File: src/imv_pkg.sv
package imv_pkg;
    // register byte addresses
    localparam logic [31:0] IFR_ADDR = 32'h8000_0028;
    localparam logic [31:0] PSR_ADDR = 32'h8000_0030;
    localparam logic [31:0] VAB_ADDR = 32'h8000_0034;
    localparam logic [31:0] PCOND_ADDR = 32'h8000_0038;
    localparam logic [31:0] PMASK_ADDR = 32'h8000_003C;
    localparam logic [31:0] PIRQ_ADDR = 32'h8000_0040;
    // processor status fields
    localparam int PSR_IP = 14;
    localparam int PSR_WM = 7;
    localparam int PSR_SM = 4;
    localparam int PSR_IM = 2;
    localparam int PSR_DI = 1;
    localparam int PSR_DA = 0;
    // interrupt flag fields, vector base lsb and device-init condition bit
    localparam int IFR_VIDEO = 27;
    localparam int IFR_PIN = 16;
    localparam int IFR_DMA0 = 14;
    localparam int IFR_DMA1 = 13;
    localparam int IFR_XFER = 12;
    localparam int IFR_CTRL = 11;
    localparam int IFR_RXS = 7;
    localparam int IFR_RXD = 6;
    localparam int IFR_TXE = 5;
    localparam int VAB_LSB = 10;
    localparam int COND_DEVINIT = 1;
    // reset values
    localparam logic [1:0] IM_RST = 2'h0;
    localparam logic SM_RST = 1'b1;
    localparam logic DI_RST = 1'b1;
    localparam logic DA_RST = 1'b1;
    localparam logic [21:0] VAB_RST = 22'h00_0000;
    // vector numbers
    localparam logic [7:0] VEC_WITHDRAWN = 8'h00;
    localparam logic [7:0] VEC_PROT = 8'h05;
    localparam logic [7:0] VEC_PERIPH = 8'h06;
    localparam logic [7:0] VEC_TIMER = 8'h0E;
    localparam logic [7:0] VEC_TRACE = 8'h0F;
    localparam logic [7:0] VEC_LINE0 = 8'h10;
    localparam logic [7:0] VEC_LINE2 = 8'h12;
    localparam logic [7:0] VEC_INTERNAL = 8'h13;

    typedef enum logic {ST_IDLE, ST_ACK} imv_state_e;

    typedef struct packed {
        logic psel;
        logic penable;
        logic pwrite;
        logic [31:0] paddr;
        logic [31:0] pwdata;
    } imv_apb_req_s;

    typedef struct packed {
        logic [31:0] prdata;
        logic pready;
        logic pslverr;
    } imv_apb_rsp_s;

    typedef struct packed {
        logic video;
        logic [7:0] pin;
        logic dma0;
        logic dma1;
        logic rxs;
        logic rxd;
        logic txe;
    } imv_src_s;

    typedef struct packed {
        imv_state_e st;
        logic line2;
        logic wm;
        logic sm;
        logic [1:0] im;
        logic di;
        logic da;
        logic [21:0] vab;
        logic xfer;
        logic ctrl;
        logic [15:0] cond;
        logic [15:0] pmask;
        logic bad_pend;
        logic take;
        logic [7:0] vec;
        logic [31:0] rdata;
        logic slverr;
    } imv_state_s;
endpackage

File: src/imv_gate.sv
`timescale 1ns/100ps
module imv_gate
    import imv_pkg::*;
(
    input wire logic [1:0] im_i,
    input wire logic di_i,
    input wire logic da_i,
    input wire logic line0_i,
    input wire logic line2_i,
    input wire logic internal_i,
    input wire logic timer_i,
    input wire logic trace_i,
    output logic en_line0_o,
    output logic en_line2_o,
    output logic en_int_o,
    output logic en_timer_o,
    output logic en_trace_o,
    output logic irq_pending_flag_o
);
    logic open_irq;

    // line 0 is never masked by the mask field
    assign open_irq = !di_i && !da_i;
    assign en_line0_o = line0_i && open_irq;
    assign en_line2_o = line2_i && open_irq && im_i[1];
    assign en_int_o = internal_i && open_irq && (im_i == 2'h3);
    // timer and trace survive the interrupt block, not the all block
    assign en_timer_o = timer_i && !da_i;
    assign en_trace_o = trace_i && !da_i;
    assign irq_pending_flag_o =
        (line0_i && !en_line0_o) || (line2_i && !en_line2_o) ||
        (internal_i && !en_int_o) || (timer_i && !en_timer_o);
endmodule

File: src/imv_core.sv
`timescale 1ns/100ps
// Overview of operation
// - wait bit set stalls the processor until woken
// - taking an enabled interrupt or trap, or reset, clears wait
// - supervisor bit one allows all context, zero means user mode
// - user-mode access to protected context raises protection trap
// - mask field: line 0 always, 10 adds line 2, 11 adds internal
// - interrupt block drops line 0, line 2, internal; keeps traps, timer
// - all-block bit set takes no interrupts and only protection and peripheral traps
// - all-block clear takes every trap; interrupts per mask and block
// - video flag shows pending video request
// - eight pin flags, top bit is pin 15
// - separate flags for dma channel 0 and channel 1
// - parallel transfer flag reads one while transfer requested
// - write one or data register access clears transfer request
// - control flag set by each new masked condition event, then held
// - control flag cleared by its own write, not by causes
// - write one to condition or irq status bit clears condition
// - device-init condition clears only on return to compat mode
// - three serial flags: rx status, rx data, tx empty
// - taken event yields 8-bit vector, fixed or from instruction
// - entry address puts vector into bits 9 to 2 of base
// - unsupported peripheral address raises trap vector 6
// - external line withdrawn before taken gives vector 0
// - pending bit set while request active but blocked
module imv_core
    import imv_pkg::*;
#(
    parameter int COND_W = 10
) (
    input wire logic clk_sys_i,
    input wire logic rst_i,
    input wire imv_apb_req_s apb_req_i,
    output imv_apb_rsp_s apb_rsp_o,
    input wire imv_src_s src_i,
    input wire logic ext_irq_line_0_i,
    input wire logic ext_irq_line_2_i,
    input wire logic timer_irq_i,
    input wire logic trace_trap_i,
    input wire logic trap_req_i,
    input wire logic [7:0] trap_vec_i,
    input wire logic protected_access_i,
    input wire logic pport_xfer_req_i,
    input wire logic pport_data_access_i,
    input wire logic [COND_W-1:0] pport_cond_event_i,
    input wire logic pport_compat_mode_i,
    output logic take_o,
    output logic [7:0] vector_o,
    output logic [31:0] vector_addr_o,
    output logic core_stall_o,
    output logic supervisor_o
);
    if (COND_W < 2 || COND_W > 16) begin : g_chk
        $error("COND_W must be 2 to 16");
    end

    imv_state_s s_q;
    imv_state_s s_d;
    logic [31:0] ifr;
    logic [31:0] psr;
    logic [15:0] cond_irq;
    logic [15:0] ev;
    logic internal_req;
    logic en_l0;
    logic en_l2;
    logic en_int;
    logic en_tmr;
    logic en_trc;
    logic ip;
    logic setup;
    logic wr;
    logic hit;
    logic prot;

    ////////////////////////////////////////////////////////////////////
    assign ev = 16'(pport_cond_event_i);
    assign cond_irq = s_q.cond & s_q.pmask;

    always_comb begin
        ifr = 32'h0000_0000;
        ifr[IFR_VIDEO] = src_i.video;
        ifr[IFR_PIN+:8] = src_i.pin;
        ifr[IFR_DMA0] = src_i.dma0;
        ifr[IFR_DMA1] = src_i.dma1;
        ifr[IFR_XFER] = s_q.xfer;
        ifr[IFR_CTRL] = s_q.ctrl;
        ifr[IFR_RXS] = src_i.rxs;
        ifr[IFR_RXD] = src_i.rxd;
        ifr[IFR_TXE] = src_i.txe;
    end

    assign internal_req = |ifr;

    imv_gate u_gate (
        .im_i(s_q.im),
        .di_i(s_q.di),
        .da_i(s_q.da),
        .line0_i(ext_irq_line_0_i),
        .line2_i(ext_irq_line_2_i),
        .internal_i(internal_req),
        .timer_i(timer_irq_i),
        .trace_i(trace_trap_i),
        .en_line0_o(en_l0),
        .en_line2_o(en_l2),
        .en_int_o(en_int),
        .en_timer_o(en_tmr),
        .en_trace_o(en_trc),
        .irq_pending_flag_o(ip)
    );

    always_comb begin
        psr = 32'h0000_0000;
        psr[PSR_IP] = ip;
        psr[PSR_WM] = s_q.wm;
        psr[PSR_SM] = s_q.sm;
        psr[PSR_IM+:2] = s_q.im;
        psr[PSR_DI] = s_q.di;
        psr[PSR_DA] = s_q.da;
    end

    assign setup = apb_req_i.psel && !apb_req_i.penable;
    assign wr = apb_req_i.psel && apb_req_i.penable && apb_req_i.pwrite;
    assign hit = apb_req_i.paddr == IFR_ADDR || apb_req_i.paddr == PSR_ADDR
        || apb_req_i.paddr == VAB_ADDR || apb_req_i.paddr == PCOND_ADDR
        || apb_req_i.paddr == PMASK_ADDR || apb_req_i.paddr == PIRQ_ADDR;
    assign prot = protected_access_i && !s_q.sm;

    ////////////////////////////////////////////////////////////////////
    always_comb begin
        s_d = s_q;
        s_d.take = 1'b0;
        // read data and error captured in the setup cycle, zero wait
        if (setup) begin
            s_d.slverr = !hit;
            if (apb_req_i.paddr == IFR_ADDR) begin
                s_d.rdata = ifr;
            end else if (apb_req_i.paddr == PSR_ADDR) begin
                s_d.rdata = psr;
            end else if (apb_req_i.paddr == VAB_ADDR) begin
                s_d.rdata = {s_q.vab, 10'h000};
            end else if (apb_req_i.paddr == PCOND_ADDR) begin
                s_d.rdata = {16'h0000, s_q.cond};
            end else if (apb_req_i.paddr == PMASK_ADDR) begin
                s_d.rdata = {16'h0000, s_q.pmask};
            end else if (apb_req_i.paddr == PIRQ_ADDR) begin
                s_d.rdata = {16'h0000, cond_irq};
            end else begin
                s_d.rdata = 32'h0000_0000;
                s_d.bad_pend = 1'b1;
            end
        end
        // register writes; hardware sets below override the clears
        if (wr) begin
            if (apb_req_i.paddr == PSR_ADDR) begin
                s_d.wm = apb_req_i.pwdata[PSR_WM];
                s_d.sm = apb_req_i.pwdata[PSR_SM];
                s_d.im = apb_req_i.pwdata[PSR_IM+:2];
                s_d.di = apb_req_i.pwdata[PSR_DI];
                s_d.da = apb_req_i.pwdata[PSR_DA];
            end else if (apb_req_i.paddr == VAB_ADDR) begin
                s_d.vab = apb_req_i.pwdata[31:VAB_LSB];
            end else if (apb_req_i.paddr == PMASK_ADDR) begin
                s_d.pmask = 16'(apb_req_i.pwdata[COND_W-1:0]);
            end else if (apb_req_i.paddr == IFR_ADDR) begin
                if (apb_req_i.pwdata[IFR_XFER]) begin
                    s_d.xfer = 1'b0;
                end
                if (apb_req_i.pwdata[IFR_CTRL]) begin
                    s_d.ctrl = 1'b0;
                end
            end else if (apb_req_i.paddr == PCOND_ADDR) begin
                s_d.cond = s_q.cond & ~apb_req_i.pwdata[15:0];
            end else if (apb_req_i.paddr == PIRQ_ADDR) begin
                s_d.cond = s_q.cond & ~(apb_req_i.pwdata[15:0]
                    & s_q.pmask);
            end
        end
        // device-init is immune to writes
        s_d.cond[COND_DEVINIT] = s_q.cond[COND_DEVINIT]
            && !pport_compat_mode_i;
        s_d.cond = s_d.cond | ev;
        if (pport_data_access_i) begin
            s_d.xfer = 1'b0;
        end
        if (pport_xfer_req_i) begin
            s_d.xfer = 1'b1;
        end
        // sticky; new masked causes set it, cleared only by its own write
        if (|(ev & s_q.pmask)) begin
            s_d.ctrl = 1'b1;
        end
        ////////////////////////////////////////////////////////////////
        case (s_q.st)
            ST_IDLE: begin
                if (prot) begin
                    s_d.take = 1'b1;
                    s_d.vec = VEC_PROT;
                end else if (s_q.bad_pend) begin
                    s_d.take = 1'b1;
                    s_d.vec = VEC_PERIPH;
                    s_d.bad_pend = 1'b0;
                end else if (trap_req_i && !s_q.da) begin
                    s_d.take = 1'b1;
                    s_d.vec = trap_vec_i;
                end else if (en_trc) begin
                    s_d.take = 1'b1;
                    s_d.vec = VEC_TRACE;
                end else if (en_tmr) begin
                    s_d.take = 1'b1;
                    s_d.vec = VEC_TIMER;
                end else if (en_l0 || en_l2) begin
                    // one acknowledge cycle, line sampled again there
                    s_d.st = ST_ACK;
                    s_d.line2 = !en_l0;
                end else if (en_int) begin
                    s_d.take = 1'b1;
                    s_d.vec = VEC_INTERNAL;
                end
            end
            ST_ACK: begin
                s_d.st = ST_IDLE;
                s_d.take = 1'b1;
                if (s_q.line2) begin
                    s_d.vec = ext_irq_line_2_i ? VEC_LINE2
                        : VEC_WITHDRAWN;
                end else begin
                    s_d.vec = ext_irq_line_0_i ? VEC_LINE0
                        : VEC_WITHDRAWN;
                end
            end
            default: s_d.st = ST_IDLE;
        endcase
        // handler runs supervised with the all-block bit set
        if (s_d.take) begin
            s_d.wm = 1'b0;
            s_d.sm = 1'b1;
            s_d.da = 1'b1;
        end
    end

    always_ff @(posedge clk_sys_i) begin
        if (rst_i) begin
            s_q <= '0;
            s_q.st <= ST_IDLE;
            s_q.sm <= SM_RST;
            s_q.im <= IM_RST;
            s_q.di <= DI_RST;
            s_q.da <= DA_RST;
            s_q.vab <= VAB_RST;
        end else begin
            s_q <= s_d;
        end
    end

    ////////////////////////////////////////////////////////////////////
    assign take_o = s_q.take;
    assign vector_o = s_q.vec;
    assign vector_addr_o = {s_q.vab, s_q.vec, 2'b00};
    assign core_stall_o = s_q.wm;
    assign supervisor_o = s_q.sm;
    assign apb_rsp_o.prdata = s_q.rdata;
    assign apb_rsp_o.pready = 1'b1;
    assign apb_rsp_o.pslverr = s_q.slverr;
endmodule

File: config.mk
export PLATFORM = sky130hd
export DESIGN_NAME = imv_core
export DESIGN_NICKNAME = d
export VERILOG_FILES = /design/src/imv_pkg.sv /design/src/imv_gate.sv /design/src/imv_core.sv
export SDC_FILE = /design/constraint.sdc
export NUM_CORES = 1
export LEC_CHECK = 0
export BUFFER_PORTS_ARGS = -buffer_cell sky130_fd_sc_hd__buf_2
export CAP_MARGIN = 20
export CORE_ASPECT_RATIO = 0.8
export CORE_UTILIZATION = 50
export DETAILED_ROUTE_END_ITERATION = 8
export PLACE_DENSITY = 0.8
export SLEW_MARGIN = 20
export SYNTH_ARGS = -nofsm -noshare
export SYNTH_HDL_FRONTEND = slang
export SYNTH_SLANG_ARGS = --single-unit
File: constraint.sdc
create_clock -name clk_sys_i -period 2.4 [get_ports clk_sys_i]
set_input_delay 0.12 -clock clk_sys_i [delete_from_list [all_inputs] [get_ports clk_sys_i]]
set_output_delay 0.12 -clock clk_sys_i [all_outputs]
set_load 0.02 [all_outputs]
Word level (Yosys, flattened, before mapping)
Index checks and enable logic that the tools add are counted.
W data, S select, Z words.
{"block": "totals", "output_inout_bits": 77, "wordCells": 149, "inputBits": 110, "reg_bits": 101}
{"block": "classes", "mux": 48, "n_reduce_logical": 53, "n_bitwise": 16, "eq_ne": 15}
{"operator": "$eq A32 B32 Y1 const B", "n": 6}
{"operator": "$mux W34", "n": 3}
{"operator": "$mux W16", "n": 6}
{"operator": "$mux W32", "n": 3}
{"operator": "$mux W9", "n": 7}
{"operator": "$and A16 B10 Y16", "n": 2}
{"operator": "$and A16 B16 Y16", "n": 2}
{"operator": "$not A16 Y16", "n": 2}
{"operator": "$reduce_or A16 Y1", "n": 2}
{"operator": "$logic_and A1 B1 Y1", "n": 18}
{"operator": "$mux W18", "n": 1}
{"operator": "$pmux W9 S2", "n": 1}
{"operator": "$or A16 B10 Y16", "n": 1}
{"operator": "$mux W1", "n": 15}
{"operator": "$mux W5", "n": 3}
{"operator": "$mux W2", "n": 7}
{"operator": "$reduce_and A6 Y1", "n": 2}
{"operator": "$and A10 B10 Y10", "n": 1}
{"operator": "$logic_not A1 Y1", "n": 10}
{"operator": "$mux W10", "n": 1}
{"operator": "$logic_or A1 B1 Y1", "n": 9}
{"operator": "$ne A3 B3 Y1 const B", "n": 3}
{"operator": "$reduce_bool A3 Y1", "n": 3}
{"operator": "$not A1 Y1", "n": 8}
{"operator": "other kinds (11)", "n": 16}

Longest topological paths before layout
{"block": "depth", "depth_word": 13, "mapped_depth": 7, "mapped_depth_nobuf": 5}

Modules after synthesis
From an unflattened synthesis, not the netlist that was laid out.
{"block": "hier_totals", "hier_cells": 604, "area_unflattened_um2": 5246.3}
{"module": "imv_core", "area_per_inst_um2": 5158.7, "seq_area_each_um2": 2021.9, "cells_each": 593, "n_inst": 1}
{"module": "imv_gate", "area_per_inst_um2": 87.6, "seq_area_each_um2": 0.0, "cells_each": 11, "n_inst": 1}

Worst setup path before layout
No wires, ideal clock.
{"block": "synth_timing", "kind": "in2reg", "start": "input port apb_req_i[33] (netlist name)", "end": "register s_q (netlist bit supervisor_o)", "slack_ps": 345, "n_path_buf": 1, "arrival_time_ps": 1928, "t_required_ps": 2273, "cell_stages": 6, "setup_ps": 127, "path_cell_list": "or2_1 -> buf_6 -> nor4_4 -> nor4b_4 -> mux2_1 -> or3_1"}
{"block": "synth_between", "elab_chain_len": 2}
{"element": "from (decl)", "line_no": "imv_core.sv:33", "text": "input wire imv_apb_req_s apb_req_i,"}
{"element": "$eq A32 B32 Y1", "line_no": "imv_core.sv:154", "text": "if (apb_req_i.paddr == PSR_ADDR) begin"}
{"element": "$reduce_and A2 Y1 (no line)"}
{"element": "to (decl)", "line_no": "imv_core.sv:57", "text": "imv_state_s s_q;"}
No other way between the ends.
A chain may end at the register's enable or synchronous reset.

Final worst setup path
{"block": "layout_timing", "start": "register s_q (netlist bit supervisor_o)", "end": "register s_q (netlist bit vector_o[4])"}
{"block": "layout_between", "elab_chain_len": 4, "word_cells_on_any_way": 7, "cone_classes": "eq/ne (2); mux (2); reduce/logical (3)"}
{"element": "$logic_not A1 Y1 *", "line_no": "imv_core.sv:126", "text": "assign prot = protected_access_i && !s_q.sm;"}
{"element": "$logic_and A1 B1 Y1 *", "line_no": "imv_core.sv:126"}
{"element": "$ne A7 B5 Y1 (no line), or another cell as far along"}
{"element": "$reduce_and A2 Y1 (no line) / $pmux W9 S2 (equally long branches)"}
Mark *: on every way between the ends. The rest lies on a longest branch, timed or not.

==> key figures <==
Status
  • Status: complete, no violations

Min path
  • Worst Min Path Start: ext_irq_line_0_i
  • Worst hold path class: primary input to flop

Clocking
  • Post-CTS setup buffer count: 0
  • Hold_buf cts: 6
  • Reg clk slew, reported paths: 0.07 ns
  • Clk_lat worst skew: 0.35 ns
  • Root buf cell: clkbuf_16
  • Cts repair resizes: 0
  • Clk buf depth: 2
  • CTS tree: done
  • Cts bufs inserted: 9
  • Htree depth: 3
  • Clk sinks: 101

Floorplanning
  • Die Width: 117 um
  • Std-Cell Rows: 33
  • Initial core utilization: 0.514
  • Boundary pin count: 187
  • Die Ht: 93.9 um
  • Core footprint: 0.0103 mm^2
  • Die area: 0.0110 mm^2

Logic synthesis
  • Xor/xnor share of the synthesized area: 0
  • Syn_area_per_cell: 8.35 um^2
  • Mux contribution to synthesized area: 0.0327
  • Post-Synth Adder-Cell Area: 0
  • Top FF cell, synth: dfxtp_1
  • Largest area contributor in the netlist: dfxtp_1
  • Synth top area share: 0.383
  • Yosys cell types: 61
  • Post-Synth Simple-Gate Area: 0.212
  • Post-synth EDFFs: 0
  • Yosys reg bits: 101
  • Post-Syn Area: 0.00528 mm^2
  • Syn Inst Count: 633
  • Ys Warns: 0
  • Post-synthesis sequential area ratio: 0.383
  • Asr flop ratio synth: 0
  • Main combinational cell family by area after synthesis: compound AO/OA/AOI/OAI gates
  • Top cells by area, synth: dfxtp_1 38%, buf_4 11%, nand2_1 5.3%
  • Compound-cell area share of the yosys netlist: 0.215

Placement
  • DP Worst Slack: 0.363 ns
  • Final GP Congestion: 0.885
  • Port-buffer cells: 183
  • Post-detail-place hpwl: 10,800 um

GRT
  • Gr ovfl total: 0
  • All-Layer GR Usage: 0.273
  • Vias in the first global route: 4,693
  • Largest net degree at the start of global routing: 65
  • Initial antenna violation count: 0
  • First-pass GRT wire length: 23,100 um

Power and ir drop
  • Power Total: 3.73 mW
  • Worst VDD drop: 0.000380 V
  • Power per cell area: 598 mW/mm^2
  • LEAKAGE: 2.79 nW

Worst setup path
  • CP startpoint kind: flop
  • CP endpoint kind: flop
  • CP startpoint: supervisor_o
  • Worst endpoint required time: 2.66 ns
  • Worst-path maximum fanout: 5
  • Crit path kind: flop to flop
  • R2r setup slk: 0.59 ns
  • RR Endpoint: vector_o[4]
  • R2r worst-path depth: 5
  • Crit path capture: vector_o[4]
  • WP data arrival: 2.06 ns
  • FF-to-FF Start: supervisor_o

STA
  • Slew @ Worst Pin: 0.995 ns
  • Crit share post-route: 0.753
  • Layout Skew: 0.00782 ns
  • Setup violations, final: 0
  • Setup TNS: 0 ns
  • Fmax: 0.553 GHz
  • Max transition margin: 0.334
  • Worst Slack Setup Final: 0.593 ns
  • RSZ-0062 raised after global routing: false
  • Final min period: 1.81 ns
  • Max-slew violation count: 0
  • Hold Slack: 0.00951 ns
  • Hold Fails Final Rpt: 0

Finish
  • Ant diodes: 0
  • Fill count: 908
  • Area growth from synthesis to layout: 18.1%
  • Nets@finish: 856
  • Area of the multi-input gates: 0.00246 mm^2
  • Register Area: 0.00202 mm^2
  • Layout cells sized above 1: 0.312

Route
  • 1st-iter DRT viols: 461
  • Vias: 5,155
  • Drt drc: 0
  • Vias per cell: 5.79
  • WL/cell: 16.6 um
  • DRT antenna net count: 0
  • Router iterations before antenna repair: 6
  • DRT Wirelength: 14,800 um

Run
  • Max Cap Viol: 0
==> final cells by class <==
type / instances / area share
Clock buffer: 10 / 0.0383
Tap cell: 140 / 0.0281
Inverter: 32 / 0.0193
Clock inverter: 6 / 0.0150
Multi-Input combinational cell: 394 / 0.394
Timing Repair Buffer: 208 / 0.181
Sequential cell: 101 / 0.324
==> per-layer routing <==
metal  global-route usage  wire length, um  vias to the layer above
met1                0.358             6390                     2445
met4               0.0949              309                        0
met3               0.0561             1090                       25
met5                    0                0                        -
met2                0.443             7010                      254
li1                     -                -                     2431
==> metrics by stage <==
stage,instance area [um^2],instances,util
2_1_floorplan,5290,634,-
3_3_place_gp,5850,869,0.569
4_1_cts,6240,891,0.607
3_5_place_dp,5850,869,0.569
6_report,6240,891,0.607
5_1_grt,6240,891,0.607
==> state kept, by name, summed over array words and instances, names as in the netlist <==
register	count
supervisor_o	1
take_o	1
vector_addr_o	22
s_q	29
core_stall_o	1
apb_rsp_o	33
ifr	2
vector_o	8
psr	4
==> placed cells by master (no fill, tap or decap), types with 4 or more instances in the layout <==
master	synthesis	layout
a2111oi_0	10	10
a211o_1	10	10
a211oi_1	7	7
a21o_1	10	10
a21oi_1	37	37
a221oi_1	13	13
a222oi_1	7	7
a22o_1	6	6
a22oi_1	8	8
a311oi_1	7	7
a31oi_1	13	13
a32o_1	4	4
buf_2	10	183
buf_4	75	18
clkbuf_16	0	9
dfxtp_1	101	101
dlygate4sd3_1	0	6
inv_1	32	32
mux2i_1	15	15
nand2_1	74	74
nand2b_1	6	6
nand3_1	14	14
nand3b_1	4	4
nand4_1	4	4
nor2_1	53	53
nor3_1	24	23
nor4_1	8	8
o21ai_0	7	7
o21ai_1	4	4
==> power breakdown <==
| part | switching [mW] | internal (mW) |
|---|---|---|
| combinational | 0.210 | 0.153 |
| clock | 0.670 | 0.952 |
| sequential | 0.0356 | 1.71 |
==> cell families (layout without fill, tap and decap cells) <==
| logic type | after synthesis | count (layout) |
|---|---|---|
| buffers and inverters | 139 | 256 |
| other | 2 | 3 |
| flip-flops | 101 | 101 |
| multiplexers | 17 | 17 |
| AO/OA/AOI/OAI | 155 | 155 |
| AND/OR/NAND/NOR | 219 | 219 |
==> worst min path at each step <==
stage	endpoint	cells past startpoint
2_1_floorplan	s_q[105]	1
3_3_place_gp	s_q[74]	2
3_5_place_dp	s_q[69]	2
4_1_cts	s_q[105]	2
5_1_grt	vector_addr_o[22]	3
6_report	s_q[105]	2
==> Yosys cell counts (6+ instances only) <==
master     instances
nor4_1             8
nor2_1            53
a221oi_1          13
a211o_1           10
nand2_1           74
o21ai_0            7
a2111oi_0         10
a22oi_1            8
nand2b_1           6
inv_1             32
a21oi_1           37
buf_2             10
dfxtp_1          101
a22o_1             6
a31oi_1           13
a311oi_1           7
buf_4             75
mux2i_1           15
clkbuf_1          20
nor3_1            24
a222oi_1           7
a21o_1            10
a211oi_1           7
nand3_1           14
==> worst max-delay path, cell delays in order, from the launching register on <==
cell	delay [ns]
dfxtp_1	0.44
nor2b_1	0.16
or3_1	0.38
nor3_1	0.36
a221oi_1	0.16
a211oi_1	0.22
Power figures use the tool's default switching activity.
